--- config.mk ---
export PLATFORM = sky130hd
export DESIGN_NAME = sps_sequencer
export DESIGN_NICKNAME = d
export VERILOG_FILES = /design/src/include/sps_pkg.sv /design/src/rtl/sps_sequencer.sv /design/src/rtl/sps_timer.sv
export SDC_FILE = /design/constraint.sdc
export NUM_CORES = 1
export LEC_CHECK = 0
export BUFFER_PORTS_ARGS = -buffer_cell sky130_fd_sc_hd__buf_4
export CELL_PAD_IN_SITES_DETAIL_PLACEMENT = 1
export CELL_PAD_IN_SITES_GLOBAL_PLACEMENT = 1
export CORE_ASPECT_RATIO = 1.5
export CORE_MARGIN = 2
export CORE_UTILIZATION = 51
export DETAILED_ROUTE_END_ITERATION = 8
export GPL_TIMING_DRIVEN = 0
export PLACE_DENSITY = 0.95
export SYNTH_ARGS = -nofsm -noshare
export SYNTH_HDL_FRONTEND = slang
export SYNTH_SLANG_ARGS = --single-unit
--- constraint.sdc ---
create_clock -name mclk -period 8.9 [get_ports mclk]
set_input_delay 2.67 -clock mclk [delete_from_list [all_inputs] [get_ports mclk]]
set_output_delay 2.67 -clock mclk [all_outputs]
set_load 0.1 [all_outputs]
--- src/include/sps_pkg.sv ---
// package: supply protection sequencer constants and types
`default_nettype none
package sps_pkg;
  localparam int CLK_MHZ = 250;
  localparam int RESTART_MS = 1000;
  localparam int OVP_BLANK_US = 30;
  localparam int OCP_PERSIST_MS = 25;
  localparam int BUS_DISCHARGE_PERIOD_MS = 1;
  localparam int BUS_DISCHARGE_SAMPLE_US = 20;
  localparam int US_CYC = CLK_MHZ;
  localparam int OVP_BLANK_CYC = OVP_BLANK_US * CLK_MHZ;
  localparam int BUS_DISCHARGE_SAMPLE_CYC = BUS_DISCHARGE_SAMPLE_US * CLK_MHZ;
  localparam int RESTART_US = RESTART_MS * 1000;
  localparam int OCP_PERSIST_US = OCP_PERSIST_MS * 1000;
  localparam int BUS_DISCHARGE_PERIOD_US = BUS_DISCHARGE_PERIOD_MS * 1000;
  localparam int PROT_LIMIT = 7;
  localparam logic [2:0] PROT_LIMIT_W = 3'h7;
  localparam logic [3:0] PDO_DEFAULT = 4'h0;
  localparam logic [7:0] TEMP_FIXED_C = 8'h19;
  localparam logic [7:0] CC_MARGIN_NUM = 8'h69;
  localparam logic [7:0] CC_MARGIN_DEN_SH = 8'h64;

  typedef enum logic [2:0] {
    SPS_OFF, SPS_RUN, SPS_RESTART, SPS_THERM_HOLD, SPS_LATCHED, SPS_COUNT_LOCK
  } sps_state_t;

  typedef struct packed {
    logic lockout_low;
    logic ovp_trip;
    logic uvp_trip;
    logic ocp_trip;
    logic supply_ok;
    logic int_hot;
    logic ext_hot;
    logic ext_warm;
  } sps_sense_t;

  typedef struct packed {
    logic load_switch_on;
    logic regulate_5v;
    logic sink_on;
    logic bus_discharge;
    logic bus_discharge_sample;
    logic latched;
  } sps_ctrl_t;
endpackage
`default_nettype wire

--- src/rtl/sps_sequencer.sv ---
// protection sequencer: fault blanking, safe restart and latched shutdown
`default_nettype none
module sps_sequencer #(
  parameter int RESTART_US = sps_pkg::RESTART_US,
  parameter int OCP_US = sps_pkg::OCP_PERSIST_US,
  parameter int BUS_DISCHARGE_US = sps_pkg::BUS_DISCHARGE_PERIOD_US,
  parameter bit DUAL_THERM = 1'b1
) (
  // clock and power-on reset
  input wire logic mclk,
  input wire logic nrst,
  // comparator and sense pins, asynchronous
  input wire sps_pkg::sps_sense_t sense_in,
  input wire logic cable_attached,
  // contract side
  input wire logic contract_done,
  input wire logic pd_mode,
  input wire logic pps_mode,
  input wire logic [3:0] contract_index,
  input wire logic [11:0] contracted_current,
  // temperature reporting
  input wire logic temp_request,
  input wire logic fixed_resistor,
  input wire logic [7:0] first_thermistor_input,
  input wire logic [7:0] second_thermistor_input,
  // outputs
  output sps_pkg::sps_ctrl_t ctrl,
  output logic [3:0] active_index_q,
  output logic [15:0] current_limit_q,
  output logic [7:0] connector_temp_q,
  output logic [7:0] adapter_temp_q,
  output logic temp_valid_q,
  output logic [2:0] prot_count_q
);
  // ************************************************
  // input synchronisers
  // ************************************************
  sps_pkg::sps_sense_t s1_q, s_q;
  logic att1_q, att_q;

  always_ff @(posedge mclk or negedge nrst)
  begin
    if (!nrst)
    begin
      s1_q <= '0;
      s_q <= '0;
      att1_q <= 1'b0;
      att_q <= 1'b0;
    end
    else
    begin
      s1_q <= sense_in;
      s_q <= s1_q;
      att1_q <= cable_attached;
      att_q <= att1_q;
    end
  end

  // ************************************************
  // microsecond tick and timers
  // ************************************************
  logic [7:0] pre_q;
  logic us_tick;
  sps_pkg::sps_state_t st_q;
  logic restart_done, ocp_done, bus_discharge_done;
  logic [12:0] ovp_q;
  logic ovp_fire;
  logic [12:0] samp_q;

  assign us_tick = (pre_q == 8'(sps_pkg::US_CYC - 1));

  always_ff @(posedge mclk or negedge nrst)
  begin
    if (!nrst)
      pre_q <= '0;
    else if (us_tick)
      pre_q <= '0;
    else
      pre_q <= pre_q + 8'h01;
  end

  sps_timer #(.W(20)) u_restart (
    .mclk(mclk), .nrst(nrst), .clear(1'b0),
    .run(st_q == sps_pkg::SPS_RESTART), .tick(us_tick),
    .limit(20'(RESTART_US)), .done(restart_done)
  );

  sps_timer #(.W(20)) u_ocp (
    .mclk(mclk), .nrst(nrst), .clear(1'b0),
    .run(s_q.ocp_trip && st_q == sps_pkg::SPS_RUN), .tick(us_tick),
    .limit(20'(OCP_US)), .done(ocp_done)
  );

  sps_timer #(.W(20)) u_bus_discharge (
    .mclk(mclk), .nrst(nrst), .clear(bus_discharge_done),
    .run(ctrl.bus_discharge), .tick(us_tick),
    .limit(20'(BUS_DISCHARGE_US)), .done(bus_discharge_done)
  );

  // over-voltage blanking counted in raw clocks for resolution
  always_ff @(posedge mclk or negedge nrst)
  begin
    if (!nrst)
      ovp_q <= '0;
    else if (!s_q.ovp_trip || st_q != sps_pkg::SPS_RUN)
      ovp_q <= '0;
    else if (ovp_q != 13'(sps_pkg::OVP_BLANK_CYC))
      ovp_q <= ovp_q + 13'h0001;
  end
  assign ovp_fire = (ovp_q == 13'(sps_pkg::OVP_BLANK_CYC)) && s_q.ovp_trip;

  // ************************************************
  // fault decode
  // ************************************************
  logic uvp_fire, restart_fault, fault_now, attach_fall;
  logic att_d1_q, comm_seen_q;
  localparam logic [2:0] PROT_LIMIT_M1 = sps_pkg::PROT_LIMIT_W - 3'h1;

  assign uvp_fire = s_q.uvp_trip && (active_index_q > 4'h1);
  assign restart_fault = uvp_fire || ovp_fire || ocp_done || s_q.ext_hot;
  assign attach_fall = att_d1_q && !att_q;
  assign fault_now = restart_fault || s_q.lockout_low || s_q.int_hot;

  // ************************************************
  // main sequencer
  // ************************************************
  always_ff @(posedge mclk or negedge nrst)
  begin
    if (!nrst)
      st_q <= sps_pkg::SPS_OFF;
    else
    begin
      case (st_q)
        sps_pkg::SPS_OFF:
          if (!s_q.lockout_low && s_q.supply_ok)
            st_q <= sps_pkg::SPS_RESTART;
        sps_pkg::SPS_RUN:
          if (s_q.int_hot)
            st_q <= sps_pkg::SPS_LATCHED;
          else if (s_q.lockout_low)
            st_q <= sps_pkg::SPS_OFF;
          else if (restart_fault)
            st_q <= (pd_mode && prot_count_q == PROT_LIMIT_M1) ?
                    sps_pkg::SPS_COUNT_LOCK : sps_pkg::SPS_RESTART;
        sps_pkg::SPS_RESTART:
          if (s_q.int_hot)
            st_q <= sps_pkg::SPS_LATCHED;
          else if (restart_done)
            st_q <= s_q.ext_warm ? sps_pkg::SPS_THERM_HOLD : sps_pkg::SPS_RUN;
        sps_pkg::SPS_THERM_HOLD:
          if (s_q.int_hot)
            st_q <= sps_pkg::SPS_LATCHED;
          else if (!s_q.ext_warm)
            st_q <= sps_pkg::SPS_RUN;
        sps_pkg::SPS_LATCHED:
          st_q <= sps_pkg::SPS_LATCHED;
        sps_pkg::SPS_COUNT_LOCK:
          if (s_q.int_hot)
            st_q <= sps_pkg::SPS_LATCHED;
          else if (attach_fall)
            st_q <= sps_pkg::SPS_RESTART;
        default:
          st_q <= sps_pkg::SPS_OFF;
      endcase
    end
  end

  // ************************************************
  // protection counter and attach tracking
  // ************************************************
  always_ff @(posedge mclk or negedge nrst)
  begin
    if (!nrst)
    begin
      prot_count_q <= '0;
      att_d1_q <= 1'b0;
    end
    else
    begin
      att_d1_q <= att_q;
      if (st_q == sps_pkg::SPS_RUN && restart_fault && pd_mode
          && prot_count_q != sps_pkg::PROT_LIMIT_W)
        prot_count_q <= prot_count_q + 3'h1;
      else if (attach_fall)
        prot_count_q <= '0;
    end
  end

  // ************************************************
  // contract level tracking
  // ************************************************
  always_ff @(posedge mclk or negedge nrst)
  begin
    if (!nrst)
      comm_seen_q <= 1'b0;
    else if (st_q != sps_pkg::SPS_RUN)
      comm_seen_q <= 1'b0;
    else if (contract_done)
      comm_seen_q <= 1'b1;
  end

  always_ff @(posedge mclk or negedge nrst)
  begin
    if (!nrst)
      active_index_q <= sps_pkg::PDO_DEFAULT;
    else if (!comm_seen_q)
      active_index_q <= sps_pkg::PDO_DEFAULT;
    else
      active_index_q <= contract_index;
  end

  // margin 1.05 as 105/100: multiply by 105, then divide by 100 in the limit path
  logic [19:0] cur_scaled;
  assign cur_scaled = 20'(contracted_current) * 20'(sps_pkg::CC_MARGIN_NUM);

  always_ff @(posedge mclk or negedge nrst)
  begin
    if (!nrst)
      current_limit_q <= '0;
    else if (pps_mode)
      current_limit_q <= 16'(contracted_current);
    else
      current_limit_q <= 16'(cur_scaled / 20'(sps_pkg::CC_MARGIN_DEN_SH));
  end

  // ************************************************
  // switch and discharge outputs
  // ************************************************
  logic samp_d;
  assign samp_d = (st_q == sps_pkg::SPS_RESTART)
                  && (bus_discharge_done || (ctrl.bus_discharge_sample && samp_q != '0));

  always_ff @(posedge mclk or negedge nrst)
  begin
    if (!nrst)
      ctrl <= '0;
    else
    begin
      // supply loss needs no blanking, so it gates the switch directly
      ctrl.load_switch_on <= (st_q == sps_pkg::SPS_RUN) && !fault_now
                             && s_q.supply_ok;
      ctrl.regulate_5v <= (st_q != sps_pkg::SPS_RUN) || !comm_seen_q;
      ctrl.sink_on <= (st_q == sps_pkg::SPS_RESTART) || (st_q == sps_pkg::SPS_LATCHED);
      // discharge switch opens while the bus is sampled, clearing the period timer
      ctrl.bus_discharge <= (st_q == sps_pkg::SPS_RESTART) && !samp_d;
      ctrl.bus_discharge_sample <= samp_d;
      ctrl.latched <= (st_q == sps_pkg::SPS_LATCHED);
    end
  end

  always_ff @(posedge mclk or negedge nrst)
  begin
    if (!nrst)
      samp_q <= '0;
    else if (bus_discharge_done)
      samp_q <= 13'(sps_pkg::BUS_DISCHARGE_SAMPLE_CYC - 1);
    else if (samp_q != '0)
      samp_q <= samp_q - 13'h0001;
  end

  // ************************************************
  // temperature reporting
  // ************************************************
  always_ff @(posedge mclk or negedge nrst)
  begin
    if (!nrst)
    begin
      connector_temp_q <= '0;
      adapter_temp_q <= '0;
      temp_valid_q <= 1'b0;
    end
    else
    begin
      temp_valid_q <= temp_request;
      if (temp_request)
      begin
        connector_temp_q <= fixed_resistor ? sps_pkg::TEMP_FIXED_C
                                           : first_thermistor_input;
        adapter_temp_q <= !DUAL_THERM ? 8'h00 :
                          fixed_resistor ? sps_pkg::TEMP_FIXED_C
                                         : second_thermistor_input;
      end
    end
  end
endmodule
`default_nettype wire

--- src/rtl/sps_timer.sv ---
// reusable interval timer counting microsecond ticks or clocks
`default_nettype none
module sps_timer #(
  parameter int W = 20
) (
  // clock and reset
  input wire logic mclk,
  input wire logic nrst,
  // control
  input wire logic clear,
  input wire logic run,
  input wire logic tick,
  input wire logic [W-1:0] limit,
  // result
  output logic done
);
  logic [W-1:0] cnt_q;

  always_ff @(posedge mclk or negedge nrst)
  begin
    if (!nrst)
    begin
      cnt_q <= '0;
      done <= 1'b0;
    end
    else if (clear || !run)
    begin
      cnt_q <= '0;
      done <= 1'b0;
    end
    else if (tick && !done)
    begin
      if (cnt_q >= limit - W'(1))
        done <= 1'b1;
      else
        cnt_q <= cnt_q + W'(1);
    end
  end
endmodule
`default_nettype wire

==> results.yml, run 1 <==
place:
  dp.cells: 2315
  routabilityCongestion: 0.9423
  portBuffers: 90
  dp_hpwl_mm: 41.94
  placed_area_sq_mm: 0.01665
logic_synthesis:
  avgSynthCellArea_sq_um: 8.259
  synth_mux_area_share_pct: 3.507
  yosys.area_share.simple_pct: 25.36
  synthTopCellsByArea: "dfrtp_1 27%, nor2_1 5.8%, ha_1 5.4%, xnor2_1 4.0%, nand2_1 3.6%"
  syn-cell-area_sq_mm: 0.01509
  synth_cells: 1827
  synthAdderAreaFrac_pct: 7.313
  yosysTopAreaCell: "dfrtp_1"
  yosys_most_used_dff: "dfrtp_1"
  ys_types: 133
  synth_seq_cells: 163
  synth_xor_xnor_area_share_pct: 7.794
  ys_seq_area_share_pct: 27.03
  synth_top_family_by_area: "simple AND/OR/NAND/NOR gates"
  synth_compound_area_share_pct: 24.85
  synth-async-reset-ratio_pct: 100.0
  ys_warn_count: 0
  synth_top_area_share_pct: 27.03
  synth_enable_flop_cells: 0
run_status:
  haltStage: "5_1_grt"
  status: "stopped before the end"
  error: "[ERROR GRT-0116] Global routing finished with congestion. Check the congestion regions in the DRC Viewer."
clocking:
  clkSinkCount: 163
  cts_buffers: 17
  h-tree-depth: 4
  clk_path_buf_depth: 2
  cts_root_buf: "clkbuf_16"
floorplan:
  die_y_um: 214.7
  die_x_um: 144.4
  ioPinCount: 94
  initial_core_util_pct: 51.52
  num_rows: 77
global_routing:
  grt_pass1_wl_mm: 141.8
  track_usage_pct: 59.96
  first_global_vias: 22760
  grt_max_degree: 103
  grt-ovfl-total: 6
## synth_stat cells (all sizes together), types with 12 or more instances
cell type and number:
o21a 20, buf 33, a21oi 111, o31ai 12, nand2b 23, inv 71
mux2i 33, o211ai 24, nor2 232, nor3 63, and2 22, or3 26
xnor2 71, fa 14, xor2 59, mux2 15, or2 26, a21o 21
nand4 34, a21boi 12, and3 37, nand3b 12, nor4 25, ha 65
o21ai 91, dfrtp 163, nand2 144, nand3 71, clkbuf 37, a31oi 29
a211oi 29
## per-stage QoR
stage	TNS [ns]	worst slack [ns]
2_1_floorplan	-33.46	-6.410
3_3_place_gp	-55.71	-9.051
3_5_place_dp	-58.29	-9.428
4_1_cts	-41.05	-7.117
## per-layer routing
layer / overflow / GRT usage (%)
met3: 0 / 35.04
met4: 4 / 63.66
met1: 0 / 57.03
met5: 0 / 6.579
met2: 2 / 84.19
## logic make-up after synthesis
group,count (synthesis)
multiplexers,49
adder cells (fa/ha/maj),80
flip-flops,163
buffers and inverters,142
XOR/XNOR,130
other,1
AO/OA/AOI/OAI,499
AND/OR/NAND/NOR,763
## what timing repair did
item	CTS
resized for setup	230
endpoints found under the setup margin	10
pin swaps	79
hold buffers	0
setup buffers	138
==> run 2, diff against run 1 <==
- CELL_PAD_IN_SITES_DETAIL_PLACEMENT: 1 -> default
- CELL_PAD_IN_SITES_GLOBAL_PLACEMENT: 1 -> default
- CORE_ASPECT_RATIO: 1.5 -> default
- CORE_UTILIZATION: 51 -> 40
- PLACE_DENSITY: 0.95 -> default
- PLACE_DENSITY_LB_ADDON: default -> 0.15
==> results.yml, run 2 <==
run_status:
  status: "complete, but fails checks"
  violations: "negative setup slack"
setup_path:
  crit_required_ns: 9.22
  max_stage_delay_ns: 0.52
  crit_path_top_delay_cell: "fa_2"
  worst_setup_path_end_kind: "flip-flop"
  worst-path-max-fanout: 8
  arrival_ns: 16.23
  crit_top_cell: "buf_6"
  start_kind: "primary input"
  crit_type: "in -> reg"
route:
  drtIter0Drc: 1139
  firstDrtPassIters: 5
  avgViaCountPerCell: 5.806
  post_drt_wl_per_cell_um: 17.94
  drc_errors: 0
  drt_wl_total_mm: 47.31
  antenna_left: 0
  via_count: 15310
global_routing:
  grt-ovfl-total: 0
  grt_pass1_wl_mm: 75.06
  grt_max_degree: 84
  antenna_found_initial: 0
  track_usage_pct: 23.35
  first_global_vias: 14590
final_layout:
  final_area_sq_mm: 0.02032
  fill_cells: 3410
  n_antenna_cell: 0
  layout_commonest_cell: "buf_4"
  final_util_pct: 54.34
  area_growth_pct: 34.69
  top_regs: "u_bus_discharge.cnt_q x20, u_ocp.cnt_q x20, u_restart.cnt_q x20"
  final_nets: 2240
  final_cell_mix: "254 x buf_4, 219 x nor2_1, 163 x dfrtp_1"
  drive_above_1_share_pct: 30.34
sta:
  slew_headroom_pct: 17.47
  clock.fmax_mhz: 62.86
  hold_violations: 0
  worst_slack_ns: -7.009
  slew_violations: 0
  rsz0062_at_grt: "yes"
  min_period_ns: 15.91
  fin_setup_tns_ns: -38.07
  fin_skew_ns: 0.01436
  finalCritPeriodShare_pct: 178.8
  tightest_slew_ns: 1.234
  setup_viol: 10
place:
  dp_hpwl_mm: 33.73
  placed_area_sq_mm: 0.01679
  portBuffers: 90
  routabilityCongestion: 0.9219
logic_synthesis:
  yosys-top-cells-count: "232 x nor2_1, 163 x dfrtp_1, 143 x nand2_1, 106 x a21oi_1, 79 x o21ai_0"
  ys_seq_area_share_pct: 27.03
  synthTopCellsByArea: "dfrtp_1 27%, nor2_1 5.8%, ha_1 5.4%, xnor2_1 4.0%, nand2_1 3.6%"
  synth_seq_cells: 163
  synth_enable_flop_cells: 0
  synth_top_area_share_pct: 27.03
  syn-cell-area_sq_mm: 0.01509
  synth-async-reset-ratio_pct: 100.0
  ys_types: 133
  avgSynthCellArea_sq_um: 8.259
  synth_cells: 1827
  yosysMostFrequentCell: "nor2_1"
  yosys_most_used_dff: "dfrtp_1"
  yosysTopAreaCell: "dfrtp_1"
  ys_warn_count: 0
clocking:
  holdBufCountCts: 0
  clock_latency_ns: 0.42
  cts_buffers: 17
  clk_pin_slew_worst_paths_ns: 0.07
  clkSinkCount: 163
  clk_path_buf_depth: 2
  cts_tree: "yes"
  cts_root_buf: "clkbuf_16"
  h-tree-depth: 4
floorplan:
  die_area_sq_mm: 0.03929
  die_x_um: 198.2
  coreArea_sq_mm: 0.03740
  num_rows: 71
  ioPinCount: 94
  initial_core_util_pct: 40.35
  die_y_um: 198.2
run:
  cap_violations: 0
worst_hold_path:
  hold_path.class: "reg -> reg"
## run 2: cell counts after synthesis
Identical to the previous run, type by type.
## run 2: cell families after synthesis
logic type      count (synthesis)  share of synthesized area [%]
simple gates                  763                          25.36
flops                         163                          27.03
buf+inv                       142                          4.121
fa+ha+maj                      80                          7.313
mux                            49                          3.507
compound gates                499                          24.85
other cells                     1                        0.02485
xor+xnor                      130                          7.794
## run 2: cell type report
class	instances	area, sq um	area share [%]
Clock inverter	10	88.84	0.4371
Buffer	63	405.4	1.995
Timing Repair Buffer	272	2198	10.82
Tap cell	511	639.4	3.146
Clock buffer	22	474.2	2.333
Sequential cell	163	4079	20.07
Multi-Input combinational cell	1524	12160	59.83
Inverter	72	279.0	1.373
## run 2: through the flow
| step | setup slack, ns | std cells | hold WS, ns |
|---|---|---|---|
| final | -7.009 | 2637 | 0.3491 |
| after global routing | -7.413 | 2637 | 0.3542 |
| after CTS | -6.874 | 2573 | 0.3527 |
| after detailed placement | -9.239 | 2431 | 0.3371 |
| after global placement | -9.201 | 2430 | 0.3334 |
| after floorplan | -6.410 | 1829 | 0.3312 |
## run 2: routing by layer
metal / global-route usage, % / routed length (um)
met1: 31.17 / 21180
met2: 39.81 / 22870
met3: 2.793 / 2275
met4: 6.321 / 988
met5: 0 / 0
## run 2: final timing paths
| check | start | depth (start not counted) | slack [ns] | end |
|---|---|---|---|---|
| min in group asynchronous | nrst | 1 | 2.21 | samp_q[7] |
| setup reg to reg | u_restart.cnt_q[0] | 13 | 5.40 | u_restart.cnt_q[12] |
| max in group asynchronous | nrst | 2 | 5.85 | u_ocp.cnt_q[8] |
| setup / recovery | contracted_current[2] | 58 | -7.01 | current_limit_q[0] |
| hold / removal | s1_q[4] | 0 | 0.35 | s_q[4] |
| hold reg to reg | s1_q[4] | 0 | 0.35 | s_q[4] |
## run 2: repair_timing
item / CTS / global route
setup buffers: 112 / 67
resized for setup: 191 / 130
gates cloned: 1 / 2
pin swaps: 83 / 95
setup endpoints to repair: 10 / 10
## run 2: critical path: cells and delay by family
family                   cells  cell delay [ns]
AND/OR/NAND/NOR              9             2.40
multiplexers                 5             1.66
XOR/XNOR                     2             0.25
adder cells (fa/ha/maj)      5             1.82
AO/OA/AOI/OAI               25             5.90
buffers and inverters       12             1.49
Power of run 2 is left out: the tool's default activity adds up to more than one toggle a clock period on the data nets, which glitch-free logic cannot reach.
==> run 3, diff against run 2 <==
- REMOVE_ABC_BUFFERS: default -> 1
==> results.yml, run 3 (same netlist as run 2, synthesis figures left out) <==
sta:
  fin_skew_ns: 0.008725
  rsz0062_at_grt: "yes"
  finalCritPeriodShare_pct: 175.3
  slew_headroom_pct: 17.44
  setup_viol: 9
  hold_violations: 0
  whs_ns: 0.3510
  slew_violations: 0
  min_period_ns: 15.61
  worst_slack_ns: -6.706
  clock.fmax_mhz: 64.08
  tightest_slew_ns: 1.234
setup_path:
  crit_type: "in -> reg"
  crit_required_ns: 9.23
  worst-path-max-fanout: 8
  crit_buf_inv: 11
  critPathLaunch: "contracted_current[2]"
  r2r_start: "u_restart.cnt_q[0]"
  critPathTopFamily: "compound AO/OA/AOI/OAI gates"
  arrival_ns: 15.94
  start_kind: "primary input"
  max_stage_delay_ns: 0.53
  worst_setup_path_end_kind: "flip-flop"
  crit_top_cell: "buf_6"
  crit_path_top_delay_cell: "or4_4"
clocking:
  clkSinkCount: 163
  holdBufCountCts: 0
  cts_root_buf: "clkbuf_16"
  clk_pin_slew_worst_paths_ns: 0.07
  h-tree-depth: 4
  cts_tree: "yes"
  clock_latency_ns: 0.43
  clk_path_buf_depth: 2
  cts_buffers: 17
route:
  drt_wl_total_mm: 48.55
  drc_errors: 0
  post_drt_wl_per_cell_um: 18.38
  drtIter0Drc: 1277
  antenna_left: 0
  avgViaCountPerCell: 5.900
  via_count: 15590
  firstDrtPassIters: 6
floorplan:
  die_x_um: 198.2
  num_rows: 71
  die_y_um: 198.2
  initial_core_util_pct: 40.35
  ioPinCount: 94
  coreArea_sq_mm: 0.03740
  die_area_sq_mm: 0.03929
final_layout:
  final_nets: 2245
  area_growth_pct: 37.45
  top_regs: "u_bus_discharge.cnt_q x20, u_ocp.cnt_q x20, u_restart.cnt_q x20"
  drive_above_1_share_pct: 32.61
  n_antenna_cell: 0
  final_cell_mix: "301 x buf_4, 213 x nor2_1, 163 x dfrtp_1"
  layout_commonest_cell: "buf_4"
place:
  routabilityCongestion: 0.8647
  portBuffers: 90
  dp_hpwl_mm: 32.03
  dp_slack_ns: -12.08
global_routing:
  use_met2_pct: 39.56
  use_met1_pct: 30.92
  grt_max_degree: 111
  first_global_vias: 14980
  track_usage_pct: 23.78
  grt_pass1_wl_mm: 75.91
  grtUsageMet3_pct: 3.577
  grt-ovfl-total: 0
  antenna_found_initial: 1
  top_usage_layer: "met2"
run:
  cap_violations: 0
run_status:
  violations: "negative setup slack"
  status: "complete, but fails checks"
worst_hold_path:
  hold_path.class: "reg -> reg"
  min_from: "s1_q[3]"
[run 3: what timing repair did]
action / in CTS / in global routing
gates resized for setup: 263 / 113
setup buffers: 189 / 56
hold endpoints to repair: 0 / 0
endpoints found under the setup margin: 11 / 10
pin swaps: 108 / 91
cloned: 1 / 3
[run 3: worst reg2reg max path: cells and delay by family (launching register included)]
family	cells	cell delay, ns
AND/OR/NAND/NOR	8	2.18
AO/OA/AOI/OAI	3	0.65
flip-flops	1	0.41
adder cells (fa/ha/maj)	1	0.22
[run 3: final timing paths]
kind / end / slack [ns] / cells after the start
hold reg to reg: s_q[3] / 0.35 / 0
setup reg to reg: u_restart.cnt_q[14] / 5.37 / 12
setup / recovery: current_limit_q[0] / -6.71 / 57
min in group asynchronous: u_restart.cnt_q[2] / 2.16 / 1
hold / removal: s_q[3] / 0.35 / 0
max in group asynchronous: adapter_temp_q[2] / 5.86 / 2
[run 3: stage by stage]
step | instances | TNS (ns) | utilization (%) | area [sq um]
3_3_place_gp | 2360 | -75.89 | 42.94 | 16060
3_5_place_dp | 2361 | -75.70 | 43.04 | 16100
4_1_cts | 2583 | -33.52 | 52.65 | 19690
5_1_grt | 2642 | -37.41 | 55.46 | 20740
2_1_floorplan | 1759 | -46.70 | - | 14750
6_report | 2642 | -34.80 | 55.46 | 20740
[run 3: routing by layer]
metal	part of all wire, %	up-vias	wire, um
met4	3.2	2	1566
met5	0.027	-	13
met2	48	559	23190
li1	-	7349	-
met3	5.8	135	2793
met1	43	7542	20990
[run 3: cell type report]
class / count / area (sq um)
tap: 511 / 639.4
fill: 3287 / 16660
inverter: 72 / 274.0
clock inverter: 13 / 173.9
clock buffer: 19 / 452.9
multi-input combinational: 1528 / 12350
timing repair buffer: 336 / 2771
sequential: 163 / 4079
Power of run 3 is left out for the same reason.
